`src/design/prx_pkg.sv`:
```
// shared constants of the proximity sensor register port
package prx_pkg;
    localparam logic [6:0] SLAVE_ADDR        = 7'h37;
    localparam logic [7:0] HS_CODE_MASK      = 8'hF8;
    localparam logic [7:0] HS_CODE           = 8'h08;
    // register offsets
    localparam logic [7:0] ADDR_PART_REV     = 8'h00;
    localparam logic [7:0] ADDR_SOFT_RESET   = 8'h01;
    localparam logic [7:0] ADDR_IRQ_PIN_CFG  = 8'h02;
    localparam logic [7:0] ADDR_LED_DIV      = 8'h0D;
    localparam logic [7:0] ADDR_SMP_DELAY    = 8'h0E;
    localparam logic [7:0] ADDR_LED_CURRENT  = 8'h0F;
    localparam logic [7:0] ADDR_UP_TH_HI     = 8'h10;
    localparam logic [7:0] ADDR_UP_TH_LO     = 8'h11;
    localparam logic [7:0] ADDR_LO_TH_HI     = 8'h12;
    localparam logic [7:0] ADDR_LO_TH_LO     = 8'h13;
    localparam logic [7:0] ADDR_FILTER_CFG   = 8'h14;
    localparam logic [7:0] ADDR_INTEG_CFG    = 8'h15;
    localparam logic [7:0] ADDR_INTERVAL_CFG = 8'h16;
    localparam logic [7:0] ADDR_MODE_CTRL    = 8'h17;
    localparam logic [7:0] ADDR_IRQ_STATUS   = 8'h40;
    localparam logic [7:0] ADDR_RESULT_HI    = 8'h41;
    localparam logic [7:0] ADDR_RESULT_LO    = 8'h42;
    // field positions and reset values
    localparam int         SOFT_RESET_BIT    = 0;
    localparam int         PART_NUM_LSB      = 4;
    localparam logic [7:0] RST_IRQ_PIN_CFG   = 8'h02;
    localparam logic [4:0] RST_LED_DIV       = 5'h10;
    localparam logic [4:0] RST_SMP_DELAY     = 5'h05;
    localparam logic [4:0] RST_LED_CURRENT   = 5'h09;
    localparam int         RESULT_BITS       = 12;
    // timing: 4 MHz reference and 125 ns delay step, rounded up to 13 cycles of the 100 MHz clock
    localparam int         CLK_MHZ           = 100;
    localparam int         REF_MHZ           = 4;
    localparam int         REF_DIV_CYC       = CLK_MHZ / REF_MHZ;
    localparam int         DELAY_STEP_NS     = 125;
    localparam int         DELAY_STEP_CYC    = (DELAY_STEP_NS * CLK_MHZ + 999) / 1000;
endpackage

```
`src/design/prx_led_timer.sv`:
```
// LED pulse-rate divider and receiver sample-delay strobe
`timescale 1ns/1ns
module prx_led_timer (
    input  wire logic       ref_clk,     // 100 MHz clock
    input  wire logic       sys_rst,     // async reset, high
    input  wire logic       soft_rst,    // one-cycle soft reset pulse
    input  wire logic [4:0] led_div,     // divider of the 4 MHz reference
    input  wire logic [4:0] smp_delay,   // sample delay code
    output logic            led_pulse,   // modulated LED drive
    output logic            rx_sample    // one-cycle receiver sample strobe
);
    localparam int PW = $clog2(prx_pkg::REF_DIV_CYC);
    localparam int SW = $clog2(prx_pkg::DELAY_STEP_CYC);
    localparam logic [PW-1:0] PRE_MAX = PW'(prx_pkg::REF_DIV_CYC - 1);
    localparam logic [SW-1:0] STEP_MAX = SW'(prx_pkg::DELAY_STEP_CYC - 1);

    logic [PW-1:0] pre_q, pre_d;
    logic [4:0]    div_q, div_d;
    logic          led_q, led_d;
    logic [4:0]    dly_q, dly_d;
    logic [SW-1:0] step_q, step_d;
    logic          arm_q, arm_d;
    logic          smp_q, smp_d;
    logic          tick;
    logic [4:0]    half;
    logic [4:0]    steps;

    assign tick  = (pre_q == PRE_MAX);
    // codes below 2 are treated as 2 so the divider never stalls
    assign half  = (led_div < 5'h02) ? 5'h01 : (led_div >> 1);
    assign steps = (smp_delay < 5'h02) ? 5'h00 : smp_delay - 5'h01;

    always_comb begin
        pre_d  = tick ? '0 : pre_q + PW'(1);
        div_d  = div_q;
        led_d  = led_q;
        dly_d  = dly_q;
        step_d = step_q;
        arm_d  = arm_q;
        smp_d  = 1'b0;
        if (tick) begin
            // edges every half-divisor of the 4 MHz reference
            if (div_q + 5'h01 >= half) begin
                div_d = '0;
                led_d = ~led_q;
                arm_d = 1'b1;
                dly_d = steps;
                step_d = '0;
            end else begin
                div_d = div_q + 5'h01;
            end
        end
        if (arm_q) begin
            if (dly_q == 5'h00) begin
                smp_d = 1'b1;
                arm_d = 1'b0;
            end else if (step_q == STEP_MAX) begin
                step_d = '0;
                dly_d  = dly_q - 5'h01;
            end else begin
                step_d = step_q + SW'(1);
            end
        end
        if (soft_rst) begin
            pre_d = '0;
            div_d = '0;
            led_d = 1'b0;
            arm_d = 1'b0;
        end
    end

    always_ff @(posedge ref_clk or posedge sys_rst) begin
        if (sys_rst) begin
            pre_q <= '0;
            div_q <= '0;
            led_q <= 1'b0;
            dly_q <= '0;
            step_q <= '0;
            arm_q <= 1'b0;
            smp_q <= 1'b0;
        end else begin
            pre_q <= pre_d;
            div_q <= div_d;
            led_q <= led_d;
            dly_q <= dly_d;
            step_q <= step_d;
            arm_q <= arm_d;
            smp_q <= smp_d;
        end
    end

    assign led_pulse = led_q;
    assign rx_sample = smp_q;
endmodule

```
`src/design/prx_pin_sync.sv`:
```
// two-flop synchroniser and edge detect for the serial bus pins
`timescale 1ns/1ns
module prx_pin_sync (
    input  wire logic ref_clk,   // 100 MHz clock
    input  wire logic sys_rst,   // async reset, high
    input  wire logic pin_i,     // raw pin level
    output logic      level,     // synchronised level
    output logic      rise,      // one-cycle rising edge
    output logic      fall       // one-cycle falling edge
);
    logic [2:0] sh_q;
    always_ff @(posedge ref_clk or posedge sys_rst) begin
        if (sys_rst) sh_q <= 3'h7;
        else         sh_q <= {sh_q[1:0], pin_i};
    end
    // only stages 1 and 2 are looked at; stage 0 may be metastable
    assign level = sh_q[1];
    assign rise  = sh_q[1] & ~sh_q[2];
    assign fall  = ~sh_q[1] & sh_q[2];
endmodule

```
`src/design/prx_i2c_regs.sv`:
```
// serial bus slave port and register bank of the proximity sensor
`timescale 1ns/1ns
module prx_i2c_regs #(
    parameter logic [3:0] PART_NUM = 4'hA,  // arbitrary part code
    parameter logic [3:0] REV_NUM  = 4'h1   // arbitrary revision code
) (
    input  wire logic        ref_clk,      // 100 MHz clock
    input  wire logic        sys_rst,      // async reset, high (power-up)
    input  wire logic        scl_i,        // serial clock pin level
    input  wire logic        sda_i,        // serial data pin level
    output logic             sda_o,        // serial data drive value (always 0)
    output logic             sda_oe,       // high while pulling data low
    output logic             hs_mode,      // high-speed I/O mode active
    input  wire logic [11:0] meas_result,  // measurement from the converter
    input  wire logic        meas_valid,   // one-cycle strobe, new result
    input  wire logic [7:0]  irq_status,   // interrupt status from irq logic
    output logic             led_pulse,    // LED modulation drive
    output logic             rx_sample,    // receiver sample strobe
    output logic [7:0]       irq_pin_config,          // register copies
    output logic [4:0]       led_pulse_current,
    output logic [15:0]      upper_threshold,
    output logic [15:0]      lower_threshold,
    output logic [7:0]       irq_filter_config,
    output logic [7:0]       integration_time_config,
    output logic [7:0]       measure_interval_config,
    output logic [7:0]       operation_mode_control
);
    typedef enum logic [4:0] {
        ST_IDLE = 5'b00001,
        ST_RX   = 5'b00010,
        ST_ACK  = 5'b00100,
        ST_TX   = 5'b01000,
        ST_RACK = 5'b10000
    } prx_state_e;

    logic scl, scl_rise, scl_fall, sda, sda_rise, sda_fall;
    logic start_ev, stop_ev;

    prx_pin_sync u_scl (
        .ref_clk (ref_clk),
        .sys_rst (sys_rst),
        .pin_i   (scl_i),
        .level   (scl),
        .rise    (scl_rise),
        .fall    (scl_fall)
    );
    prx_pin_sync u_sda (
        .ref_clk (ref_clk),
        .sys_rst (sys_rst),
        .pin_i   (sda_i),
        .level   (sda),
        .rise    (sda_rise),
        .fall    (sda_fall)
    );

    assign start_ev = scl & sda_fall;
    assign stop_ev  = scl & sda_rise;

    prx_state_e  st_q, st_d;
    logic [2:0]  bit_q, bit_d;
    logic [7:0]  sh_q, sh_d;
    logic [1:0]  byte_q, byte_d;     // 0 address, 1 register address, 2 data
    logic        rd_q, rd_d;
    logic        ack_q, ack_d;       // acknowledge about to be driven
    logic        drv_q, drv_d;
    logic [7:0]  ptr_q, ptr_d;
    logic        hs_q, hs_d;
    logic        rst_pend_q, rst_pend_d;
    logic        soft_rst;
    logic        wr_en;
    logic [7:0]  wr_data;

    logic [7:0]  cfg_q, cfg_d;
    logic [4:0]  div_q, div_d, dly_q, dly_d, cur_q, cur_d;
    logic [7:0]  th_q [4], th_d [4];
    logic [7:0]  flt_q, flt_d, int_q, int_d, ivl_q, ivl_d, mode_q, mode_d;
    logic [11:0] res_q, res_d;

    function automatic logic [7:0] read_reg(input logic [7:0] a);
        unique case (a)
            prx_pkg::ADDR_PART_REV:     read_reg = {PART_NUM, REV_NUM};
            prx_pkg::ADDR_IRQ_PIN_CFG:  read_reg = cfg_q;
            prx_pkg::ADDR_LED_DIV:      read_reg = {3'h0, div_q};
            prx_pkg::ADDR_SMP_DELAY:    read_reg = {3'h0, dly_q};
            prx_pkg::ADDR_LED_CURRENT:  read_reg = {3'h0, cur_q};
            prx_pkg::ADDR_UP_TH_HI:     read_reg = th_q[0];
            prx_pkg::ADDR_UP_TH_LO:     read_reg = th_q[1];
            prx_pkg::ADDR_LO_TH_HI:     read_reg = th_q[2];
            prx_pkg::ADDR_LO_TH_LO:     read_reg = th_q[3];
            prx_pkg::ADDR_FILTER_CFG:   read_reg = flt_q;
            prx_pkg::ADDR_INTEG_CFG:    read_reg = int_q;
            prx_pkg::ADDR_INTERVAL_CFG: read_reg = ivl_q;
            prx_pkg::ADDR_MODE_CTRL:    read_reg = mode_q;
            prx_pkg::ADDR_IRQ_STATUS:   read_reg = irq_status;
            prx_pkg::ADDR_RESULT_HI:    read_reg = {4'h0, res_q[11:8]};
            prx_pkg::ADDR_RESULT_LO:    read_reg = res_q[7:0];
            default:                    read_reg = 8'h00;
        endcase
    endfunction

    // bus protocol engine; all changes of the data line happen on scl low
    always_comb begin
        st_d = st_q;
        bit_d = bit_q;
        sh_d = sh_q;
        byte_d = byte_q;
        rd_d = rd_q;
        ack_d = ack_q;
        drv_d = drv_q;
        ptr_d = ptr_q;
        hs_d = hs_q;
        rst_pend_d = rst_pend_q;
        wr_en = 1'b0;
        wr_data = sh_q;
        soft_rst = 1'b0;
        if (stop_ev) begin
            st_d = ST_IDLE;
            drv_d = 1'b0;
            hs_d = 1'b0;
            soft_rst = rst_pend_q;
            rst_pend_d = 1'b0;
        end else if (start_ev) begin
            // repeated START keeps HS mode and pending reset
            st_d = ST_RX;
            bit_d = 3'h0;
            byte_d = 2'd0;
            drv_d = 1'b0;
        end else begin
            unique case (st_q)
                ST_IDLE: ;
                ST_RX: if (scl_rise) begin
                    sh_d = {sh_q[6:0], sda};
                    bit_d = bit_q + 3'h1;
                    if (bit_q == 3'h7) begin
                        st_d = ST_ACK;
                        ack_d = 1'b1;
                        if (byte_q == 2'd0) begin
                            rd_d = sda;
                            if ((({sh_q[6:0], sda}) & prx_pkg::HS_CODE_MASK)
                                    == prx_pkg::HS_CODE) begin
                                hs_d = 1'b1;
                                ack_d = 1'b0;
                            end else if (sh_q[6:0] != prx_pkg::SLAVE_ADDR) begin
                                ack_d = 1'b0;
                            end
                        end else if (byte_q == 2'd1) begin
                            ptr_d = {sh_q[6:0], sda};
                        end else begin
                            wr_en = 1'b1;
                            wr_data = {sh_q[6:0], sda};
                            ptr_d = ptr_q + 8'h01;
                        end
                    end
                end
                ST_ACK: if (scl_fall) begin
                    if (drv_q) begin
                        drv_d = 1'b0;
                        if (rd_q && byte_q == 2'd0) begin
                            st_d = ST_TX;
                            sh_d = read_reg(ptr_q);
                            bit_d = 3'h0;
                            drv_d = ~sh_d[7];
                        end else begin
                            st_d = ST_RX;
                            bit_d = 3'h0;
                            if (byte_q != 2'd2) byte_d = byte_q + 2'd1;
                        end
                    end else if (ack_q) begin
                        drv_d = 1'b1;
                        ack_d = 1'b0;
                    end else begin
                        st_d = ST_IDLE;                         // not for us
                    end
                end
                ST_TX: if (scl_fall) begin
                    bit_d = bit_q + 3'h1;
                    if (bit_q == 3'h7) begin
                        st_d = ST_RACK;
                        drv_d = 1'b0;
                        ptr_d = ptr_q + 8'h01;
                    end else begin
                        sh_d = {sh_q[6:0], 1'b0};
                        drv_d = ~sh_q[6];
                    end
                end
                ST_RACK: if (scl_rise) begin
                    if (sda) st_d = ST_IDLE;
                    else begin
                        sh_d = read_reg(ptr_q);
                        bit_d = 3'h0;
                        ack_d = 1'b1;
                    end
                end else if (scl_fall && ack_q) begin
                    // next byte goes out from this fall, like the first one
                    st_d = ST_TX;
                    ack_d = 1'b0;
                    drv_d = ~sh_q[7];
                end
                default: st_d = ST_IDLE;
            endcase
        end
        if (wr_en && ptr_q == prx_pkg::ADDR_SOFT_RESET && wr_data[prx_pkg::SOFT_RESET_BIT])
            rst_pend_d = 1'b1;
    end

    // register bank; writes to read-only or unmapped offsets vanish
    always_comb begin
        cfg_d = cfg_q;
        div_d = div_q;
        dly_d = dly_q;
        cur_d = cur_q;
        th_d = th_q;
        flt_d = flt_q;
        int_d = int_q;
        ivl_d = ivl_q;
        mode_d = mode_q;
        res_d = meas_valid ? meas_result : res_q;
        if (wr_en) begin
            unique case (ptr_q)
                prx_pkg::ADDR_IRQ_PIN_CFG:  cfg_d = wr_data;
                prx_pkg::ADDR_LED_DIV:      div_d = wr_data[4:0];
                prx_pkg::ADDR_SMP_DELAY:    dly_d = wr_data[4:0];
                prx_pkg::ADDR_LED_CURRENT:  cur_d = wr_data[4:0];
                prx_pkg::ADDR_UP_TH_HI:     th_d[0] = wr_data;
                prx_pkg::ADDR_UP_TH_LO:     th_d[1] = wr_data;
                prx_pkg::ADDR_LO_TH_HI:     th_d[2] = wr_data;
                prx_pkg::ADDR_LO_TH_LO:     th_d[3] = wr_data;
                prx_pkg::ADDR_FILTER_CFG:   flt_d = wr_data;
                prx_pkg::ADDR_INTEG_CFG:    int_d = wr_data;
                prx_pkg::ADDR_INTERVAL_CFG: ivl_d = wr_data;
                prx_pkg::ADDR_MODE_CTRL:    mode_d = wr_data;
                default: ;
            endcase
        end
        if (soft_rst) begin
            cfg_d = prx_pkg::RST_IRQ_PIN_CFG;
            div_d = prx_pkg::RST_LED_DIV;
            dly_d = prx_pkg::RST_SMP_DELAY;
            cur_d = prx_pkg::RST_LED_CURRENT;
            th_d = '{default: 8'h00};
            flt_d = 8'h00;
            int_d = 8'h00;
            ivl_d = 8'h00;
            mode_d = 8'h00;
            res_d = '0;
        end
    end

    always_ff @(posedge ref_clk or posedge sys_rst) begin
        if (sys_rst) begin
            st_q <= ST_IDLE;
            bit_q <= '0;
            sh_q <= '0;
            byte_q <= '0;
            rd_q <= 1'b0;
            ack_q <= 1'b0;
            drv_q <= 1'b0;
            ptr_q <= '0;
            hs_q <= 1'b0;
            rst_pend_q <= 1'b0;
            cfg_q <= prx_pkg::RST_IRQ_PIN_CFG;
            div_q <= prx_pkg::RST_LED_DIV;
            dly_q <= prx_pkg::RST_SMP_DELAY;
            cur_q <= prx_pkg::RST_LED_CURRENT;
            th_q <= '{default: 8'h00};
            flt_q <= '0;
            int_q <= '0;
            ivl_q <= '0;
            mode_q <= '0;
            res_q <= '0;
        end else begin
            st_q <= st_d;
            bit_q <= bit_d;
            sh_q <= sh_d;
            byte_q <= byte_d;
            rd_q <= rd_d;
            ack_q <= ack_d;
            drv_q <= drv_d;
            ptr_q <= ptr_d;
            hs_q <= hs_d;
            rst_pend_q <= rst_pend_d;
            cfg_q <= cfg_d;
            div_q <= div_d;
            dly_q <= dly_d;
            cur_q <= cur_d;
            th_q <= th_d;
            flt_q <= flt_d;
            int_q <= int_d;
            ivl_q <= ivl_d;
            mode_q <= mode_d;
            res_q <= res_d;
        end
    end

    prx_led_timer u_timer (
        .ref_clk   (ref_clk),
        .sys_rst   (sys_rst),
        .soft_rst  (soft_rst),
        .led_div   (div_q),
        .smp_delay (dly_q),
        .led_pulse (led_pulse),
        .rx_sample (rx_sample)
    );

    assign sda_o   = 1'b0;
    assign sda_oe  = drv_q;
    assign hs_mode = hs_q;
    assign irq_pin_config          = cfg_q;
    assign led_pulse_current       = cur_q;
    assign upper_threshold         = {th_q[0], th_q[1]};
    assign lower_threshold         = {th_q[2], th_q[3]};
    assign irq_filter_config       = flt_q;
    assign integration_time_config = int_q;
    assign measure_interval_config = ivl_q;
    assign operation_mode_control  = mode_q;
endmodule

```
`config.mk`:
```
export PLATFORM = sky130hd
export DESIGN_NAME = prx_i2c_regs
export DESIGN_NICKNAME = d
export VERILOG_FILES = /design/src/design/prx_pkg.sv /design/src/design/prx_led_timer.sv /design/src/design/prx_pin_sync.sv /design/src/design/prx_i2c_regs.sv
export SDC_FILE = /design/constraint.sdc
export NUM_CORES = 1
export LEC_CHECK = 0
export ABC_CLOCK_PERIOD_IN_PS = 5800
export BUFFER_PORTS_ARGS = -buffer_cell sky130_fd_sc_hd__clkbuf_2
export CORE_MARGIN = 2
export CORE_UTILIZATION = 40
export CTS_CLUSTER_SIZE = 30
export DETAILED_ROUTE_END_ITERATION = 16
export PLACE_DENSITY_LB_ADDON = 0.12
export SLEW_MARGIN = 20
export SYNTH_ARGS = -nofsm -noshare
export SYNTH_HDL_FRONTEND = slang
export SYNTH_SLANG_ARGS = --single-unit
```
`constraint.sdc`:
```
create_clock -name ref_clk -period 5.8 [get_ports ref_clk]
set_input_delay 1.16 -clock ref_clk [delete_from_list [all_inputs] [get_ports ref_clk]]
set_output_delay 1.16 -clock ref_clk [all_outputs]
set_load 0.01 [all_outputs]
```
==> metrics.txt, run 1 <==
status complete, no violations; TritonCTS clock tree yes; r2r setup slk between 2000 and 3000 ps; width of the die between 100 and 150 µm; clock buffers created by TritonCTS 17; share of async-settable or async-resettable flops after synthesis 100%; post-layout util between 40% and 50%; area grow syn2layout 15.0%; max cap viols 0; max-slew violation count 0; WL final ~27 mm; # setup viols final 0; H-Tree Depth 4; #FFs+latches synth about 160; R2R cell count 7; post_cts resized 0; Max-slew headroom between 30 and 40%; WHS Endpoint u_sda.sh_q[1]; diode count 0; via count of the first global-routing pass 7332; Worst-Margin Slew between 900 and 1000 ps; post-synth top area share 42.7%; f_max 340 MHz; # rows 53; Mapped Cells around 930; grt ovf 0; Seq/Total Area, Yosys between 40 and 50%; via count about 7500; Pleak around 4.5 nW; synthesized area 8490 µm²; maximum root-to-sink buffer count 2; Worst setup EP type flop; largest net degree at the start of global routing 86; core area approximately 21000 µm²; WP data required around 6000 ps; DR pass1 iterations 6; die area about 22000 µm²; layout cell share with drive strength beyond 1 a little under a fifth; most common cell in the netlist dfrtp_1; min-delay worst type flop to flop; CP max FO 15; hold path start u_sda.sh_q[0]; height of the die 150 µm; wire per inst around 21 µm; worst skew pair latency 440 ps; data arrival time of the critical path 3270 ps; Hold Buf Count CTS 0; hpwl dp 18.7 mm; number of synthesized flops with an enable pin 0; initial antenna violation count 0; top post-synthesis cells by area dfrtp_1 43%, nand3_1 6.0%, o21ai_0 5.3%; Worst-path clk slew 70 ps; worst-case clock skew between 10 and 15 ps; RSZ-0062 raised after global routing no; Final ANT Viol Nets 0; Setup CP Type flop to flop; minimum clock period 2940 ps; dominant synthesized flop cell dfrtp_1; finished layout cell area 9760 µm²; clk root buf clkbuf_16; VDD IR-drop max about 0.17 mV; final worst path period share 50.8%; total nets after synthesis between 900 and 1000; PortBufs roughly 110; Avg Inst Size Synth just over 9 µm²; # DRC 0; Starting Density between 40 and 50%; total number of yosys warnings 0; Unique masters post-synth between 70 and 80; Final TNS setup 0 ps; startpoint type of the worst setup path flop; Power Density around 270 nW/µm²; worst r2r src u_sda.sh_q[1]; placed cell area ~9200 µm²; Tot GR Track Use between 20 and 25%; postcts setup bufs 0; Sink Count around 160; most instantiated cells after synthesis 145 x dfrtp_1, 102 x nand3_1, 90 x o21ai_0; Fin. Hold Viols 0; hold depth 0; routability congestion estimate about 0.9; post-route insts no fill about 1300; drt via density around 5.9; DP Cell Count 1253; I/O pins 107; leading area contributor after synthesis dfrtp_1; reg-to-reg endpoint measure_interval_config[0]; first-pass GRT wire length roughly 43 mm; Nets between 1000 and 1500; Design Power about 2.7 mW; Iter 0 DRT Violations just over 600
==> how the worst max path moves through the flow <==
stage	endpoint	start	slack (ps)
after floorplan	ack_q	sys_rst	400
after global placement	upper_threshold[8]	ptr_q[0]	2910
after global routing	irq_filter_config[0]	u_sda.sh_q[1]	2630
final	measure_interval_config[0]	u_sda.sh_q[1]	2860
after detailed placement	upper_threshold[8]	ptr_q[0]	2910
after CTS	measure_interval_config[0]	u_sda.sh_q[1]	2890
==> cell type report <==
type / count / area [µm²]
multi-input combinational: 673 / 4110
sequential: 158 / 3970
tap: 275 / 344
clock buffer: 18 / 439
inverter: 30 / 118
timing repair buffer: 117 / 616
fill: 2105 / 11200
clock inverter: 14 / 163
==> sequential cells by signal, indices dropped and copies added, names as in the netlist, 8 cells and up <==
register,count
integration_time_config,8
irq_filter_config,8
irq_pin_config,8
lower_threshold,16
measure_interval_config,8
operation_mode_control,8
ptr_q,8
res_q,12
sh_q,8
upper_threshold,16
==> report_power, final <==
group          total, mW  internal (mW)  switching (mW)
registers           1.22           1.15          0.0689
clock network       1.14          0.595           0.549
logic              0.306         0.0940           0.212
total               2.67           1.84           0.830
==> routing by layer <==
| layer | global-route usage, % | routed length (µm) |
|---|---|---|
| met3 | 5.18 | 2090 |
| met1 | 36.9 | 12300 |
| met4 | 5.85 | 459 |
| met5 | 0 | 0 |
| met2 | 37.5 | 12100 |
==> cells in the final DEF, fill, tap and decap left out, types with 6 or more instances in the layout <==
cell / instances
dfrtp_1: 145
clkbuf_2: 105
nand3_1: 102
o21ai_0: 90
nor2_1: 70
nand2_1: 63
a21oi_1: 57
inv_1: 29
mux2i_1: 28
ha_1: 20
nor3_1: 19
a22oi_1: 19
clkbuf_16: 17
and2_1: 14
a31oi_1: 14
a22o_1: 13
dfstp_2: 13
buf_4: 12
nand2b_1: 11
o22ai_1: 11
a211oi_1: 11
nor2b_1: 9
mux2_2: 9
and3_1: 7
inv_8: 7
xor2_1: 6
nor4_1: 6
xnor2_1: 6
==> metrics by stage <==
stage / setup WS, ps / hold WS, ps
after floorplan: 398 / 345
after global placement: 2910 / 348
after detailed placement: 2910 / 353
after CTS: 2890 / 363
after global routing: 2630 / 368
final: 2860 / 359
==> cell families (layout without fill, tap and decap cells) <==
group	count (synthesis)	after routing	share of synthesized area, %
flip-flops	158	158	46.8
AO/OA/AOI/OAI	265	265	19.8
XOR/XNOR	12	12	1.24
adder cells (fa/ha/maj)	20	20	2.95
AND/OR/NAND/NOR	338	338	19.9
multiplexers	37	37	4.49
other	1	1	0.0442
buffers and inverters	96	179	4.85
==> critical path, stage by stage (launching register included) <==
cell     delay (ps)
dfstp_2         680
xor2_1          120
nand2_1         290
and4_1          660
nand3_1         620
nand2_1         200
o21ai_0          90
and2_1          170
Power figures use the tool's default switching activity.
==> run 2: changes to the inputs <==
Settings changed: ABC_CLOCK_PERIOD_IN_PS 5800 to 2710.
Clock period 5.8 ns to 2.71 ns, I/O delays scaled along.
==> metrics.txt, run 2 (synthesis gave the netlist of run 1 again) <==
Fin. Hold Viols 0; Worst-Margin Slew between 600 and 700 ps; Nets around 1100; Worst setup EP type flop; Max-slew headroom a little under three fifths; TritonCTS clock tree yes; logic gate share of total power roughly an eighth; Pleak 4.73 nW; worst-case clock skew 11.3 ps; Final ANT Viol Nets 0; Sw Ratio a little under a third; H-Tree Depth 4; data arrival time of the critical path between 2000 and 3000 ps; # setup viols final 0; Design Power approximately 5.8 mW; DP Cell Count 1307; PortBufs 105; Tot GR Track Use about a quarter; DR pass1 iterations 6; worst setup margin between 100 and 150 ps; Clock Power Share a little over two fifths; Power Density ~570 nW/µm²; drt via density between 5 and 6; max-slew violation count 0; RSZ-0062 raised after global routing no; f_max between 300 and 400 MHz; height of the die ~150 µm; largest net degree at the start of global routing between 90 and 100; Hold Buf Count CTS 0; die area about 22000 µm²; core area around 21000 µm²; grt ovf 0; pre-CTS setup slack between 80 and 90 ps; Iter 0 DRT Violations between 700 and 800; post-route insts no fill around 1300; Starting Density 40.5%; Sw Pwr approximately 1.8 mW; Worst-path clk slew ~70 ps; Power Internal 4.00 mW; clk root buf clkbuf_16; sequential share of power roughly 45%; first-pass GRT wire length 43.5 mm; CP max FO 4; max cap viols 0; via count 7831; width of the die between 100 and 150 µm; final worst path period share a little over nine tenths; WL final around 27 mm; initial antenna violation count 0; wire per inst roughly 20 µm; # rows between 50 and 60; worst skew pair latency around 440 ps; VDD IR-drop max 0.427 mV; area grow syn2layout 20.7%; Final TNS setup 0 ps; maximum root-to-sink buffer count 2; commonest cells after routing, fill and taps aside 144 x dfrtp_1, 105 x clkbuf_2, 102 x nand3_1; # DRC 0; I/O pins 107; Sink Count approximately 160; clock buffers created by TritonCTS 17; via count of the first global-routing pass between 7000 and 8000; commonest non-fill, non-tap cell in the layout dfrtp_1; min-delay worst type input port to flop; status complete, no violations; minimum clock period ~2600 ps; layout cell share with drive strength beyond 1 23.4%; Setup CP Type flop to flop; WP data required approximately 3100 ps; hpwl dp 19.5 mm; diode count 0; routability congestion estimate a little over 0.9; startpoint type of the worst setup path flop
[run 2: changes by cell type in the layout (fill, tap and decap cells not counted), sizes merged]
cell / delta
clkinvlp: +1
buf: +54
clkbuf: -1
inv: -2
clkinv: +2
[run 2: final cells by class]
| type | count | area, µm² |
|---|---|---|
| fillers | 2015 | 10700 |
| clock inverters | 15 | 186 |
| flip-flops and latches | 158 | 3970 |
| well taps | 275 | 344 |
| clock buffers | 17 | 425 |
| inverters | 30 | 116 |
| multi-input cells | 673 | 4120 |
| repair buffers | 171 | 1080 |
[run 2: worst max-delay path, cell delays in order, from the launching register on]
cell and delay [ps]:
dfstp_2 530, inv_1 70, a31o_2 200, ha_1 280, nand2b_1 140, a21o_1 170, a21o_1 170, a211o_1 330
nor3_1 360, nand2b_1 100, a31oi_1 160
[run 2: path summary, 6_finish.rpt]
kind                                    start               end  slack [ps]  depth (start not counted)
worst min-delay path                    scl_i     u_scl.sh_q[0]         180                          1
max in group asynchronous             sys_rst          ptr_q[0]        1990                          3
worst max register to register       div_q[4]  u_timer.div_q[2]         130                         10
worst max-delay path                 div_q[4]  u_timer.div_q[2]         130                         10
min in group asynchronous             sys_rst  u_timer.pre_q[3]         190                          3
worst min register to register  u_scl.sh_q[0]     u_scl.sh_q[1]         360                          0
[run 2: power groups by stage]
stage | Combinational [mW] | Clock [mW] | Sequential (mW)
global placement | 0.750 | 0 | 2.62
floorplan | 0.458 | 0 | 2.58
CTS | 0.757 | 2.51 | 2.58
global route | 0.839 | 2.63 | 2.59
finish | 0.756 | 2.47 | 2.58
detailed placement | 0.754 | 0 | 2.62
[run 2: timing repair]
item / 4_1_cts / 5_1_grt
setup buffers: 0 / 0
gates resized for setup: 0 / 4
endpoints found under the setup margin: 0 / 18
[run 2: metal layers]
metal	routed length, µm	up-vias	track usage [%]
met5	0	-	0
met4	714	0	8.68
li1	-	3628	-
met2	12100	332	36.8
met1	12500	3815	37.5
met3	1980	56	5.43
[run 2: stage by stage]
step	hold slack, ps	utilization [%]	instance area (µm²)
after floorplan	345	-	8500
after CTS	170	48.9	10200
after global placement	346	45.9	9630
final	182	48.9	10200
after detailed placement	347	45.9	9630
after global routing	170	48.9	10200
==> run 3: changes to the inputs <==
Settings changed: ABC_CLOCK_PERIOD_IN_PS 2710 to 3000, CTS_BUF_LIST set to sky130_fd_sc_hd__clkbuf_16.
Clock period 2.71 ns to 3 ns, I/O delays scaled along.
==> metrics.txt, run 3 (synthesis gave the netlist of run 1 again) <==
Power Density approximately 520 nW/µm²; Iter 0 DRT Violations between 600 and 700; Sink Count 158; height of the die 150 µm; RSZ-0062 raised after global routing no; Design Power 5.21 mW; placed cell area approximately 9500 µm²; Worst setup EP type flop; clock buffers created by TritonCTS 17; minimum clock period around 2800 ps; largest net degree at the start of global routing 42; Final TNS setup 0 ps; WP data required approximately 3300 ps; TritonCTS clock tree yes; commonest non-fill, non-tap cell in the layout dfrtp_1; # DRC 0; via count of the first global-routing pass 7247; Max-slew headroom 43.0%; min-delay worst type input port to flop; r2r setup slk between 150 and 200 ps; maximum root-to-sink buffer count 2; wire per inst between 20 and 25 µm; commonest cells after routing, fill and taps aside 145 x dfrtp_1, 105 x clkbuf_2, 102 x nand3_1; Worst-path clk slew roughly 70 ps; Worst-Margin Slew approximately 850 ps; I/O pins 107; core area between 20000 and 25000 µm²; max-slew violation count 0; diode count 0; H-Tree Depth 4; CP max FO 12; die area approximately 22000 µm²; Hold Buf Count CTS 0; post_cts resized 0; DR pass1 iterations 6; worst setup margin 199 ps; worst-case clock skew about 10 ps; pre-CTS setup slack 202 ps; Final ANT Viol Nets 0; finished layout cell area slightly above 10000 µm²; postcts setup bufs 0; routability congestion estimate a little under 0.9; status complete, no violations; width of the die around 150 µm; Tot GR Track Use 24.8%; initial antenna violation count 0; Setup CP Type flop to flop; Nets between 1000 and 1500; WL final between 20 and 30 mm; hpwl dp 19.4 mm; # rows between 50 and 60; Fin Hold WS 242 ps; final worst path period share between 90% and 100%; clk root buf clkbuf_16; first-pass GRT wire length around 42 mm; # setup viols final 0; Starting Density between 40% and 50%; area grow syn2layout 18.4%; Fill cells 2028; layout cell share with drive strength beyond 1 between 20% and 30%; f_max between 300 and 400 MHz; drt via density 5.80; grt ovf 0; data arrival time of the critical path 3130 ps; worst skew pair latency about 440 ps; startpoint type of the worst setup path flop; via count approximately 7600; PortBufs around 110; Fin. Hold Viols 0; max cap viols 0; Pleak between 4 and 5 nW; VDD IR-drop max around 0.47 mV
==> run 3: cell count changes in the layout (fill, tap and decap cells not counted), sizes merged <==
cell      delta
clkinv       -3
bufinv       +1
buf         -21
clkinvlp     +2
==> run 3: worst paths after layout <==
| check | start | endpoint | cells past startpoint |
|---|---|---|---|
| min | scl_i | u_scl.sh_q[0] | 1 |
| max reg2reg | ptr_q[0] | sh_q[5] | 9 |
| max in group asynchronous | sys_rst | led_pulse_current[0] | 3 |
| max | ptr_q[0] | sh_q[5] | 9 |
| min in group asynchronous | sys_rst | u_timer.step_q[0] | 2 |
| min reg2reg | u_sda.sh_q[0] | u_sda.sh_q[1] | 0 |
==> run 3: per-layer routing <==
metal	track usage, %	part of all wire [%]	vias to the layer above
met2	36.2	45	272
li1	-	-	3592
met5	0	0	-
met4	8.30	1.9	0
met3	4.09	5.9	36
met1	37.3	47	3747
==> run 3: worst max-delay path, stage by stage, from the launching register on <==
cell and delay (ps):
dfrtp_1 460, inv_1 120, ha_1 330, buf_4 250
a22o_1 240, a221oi_1 390, o22ai_1 190, a211oi_1 320
o22ai_1 110, mux2_2 270
==> run 3: where the power goes <==
| part | internal, mW | total [mW] | switching [mW] |
|---|---|---|---|
| Clock | 1.19 | 2.22 | 1.03 |
| Sequential | 2.23 | 2.36 | 0.134 |
| Combinational | 0.217 | 0.625 | 0.408 |
==> run 3: area by class of cell <==
cell class | count | area, µm² | area share, %
inverter | 30 | 116 | 1.16
clock buffer | 17 | 425 | 4.23
sequential | 158 | 3970 | 39.5
timing repair buffer | 150 | 913 | 9.09
clock inverter | 15 | 170 | 1.69
multi-input combinational | 673 | 4110 | 40.9
tap | 275 | 344 | 3.42
==> run 3: per-stage QoR <==
| stage | instances | utilization, % |
|---|---|---|
| floorplan | 927 | - |
| global placement | 1286 | 45.1 |
| detailed placement | 1286 | 45.1 |
| CTS | 1318 | 48.0 |
| global route | 1318 | 48.0 |
| finish | 1318 | 48.0 |
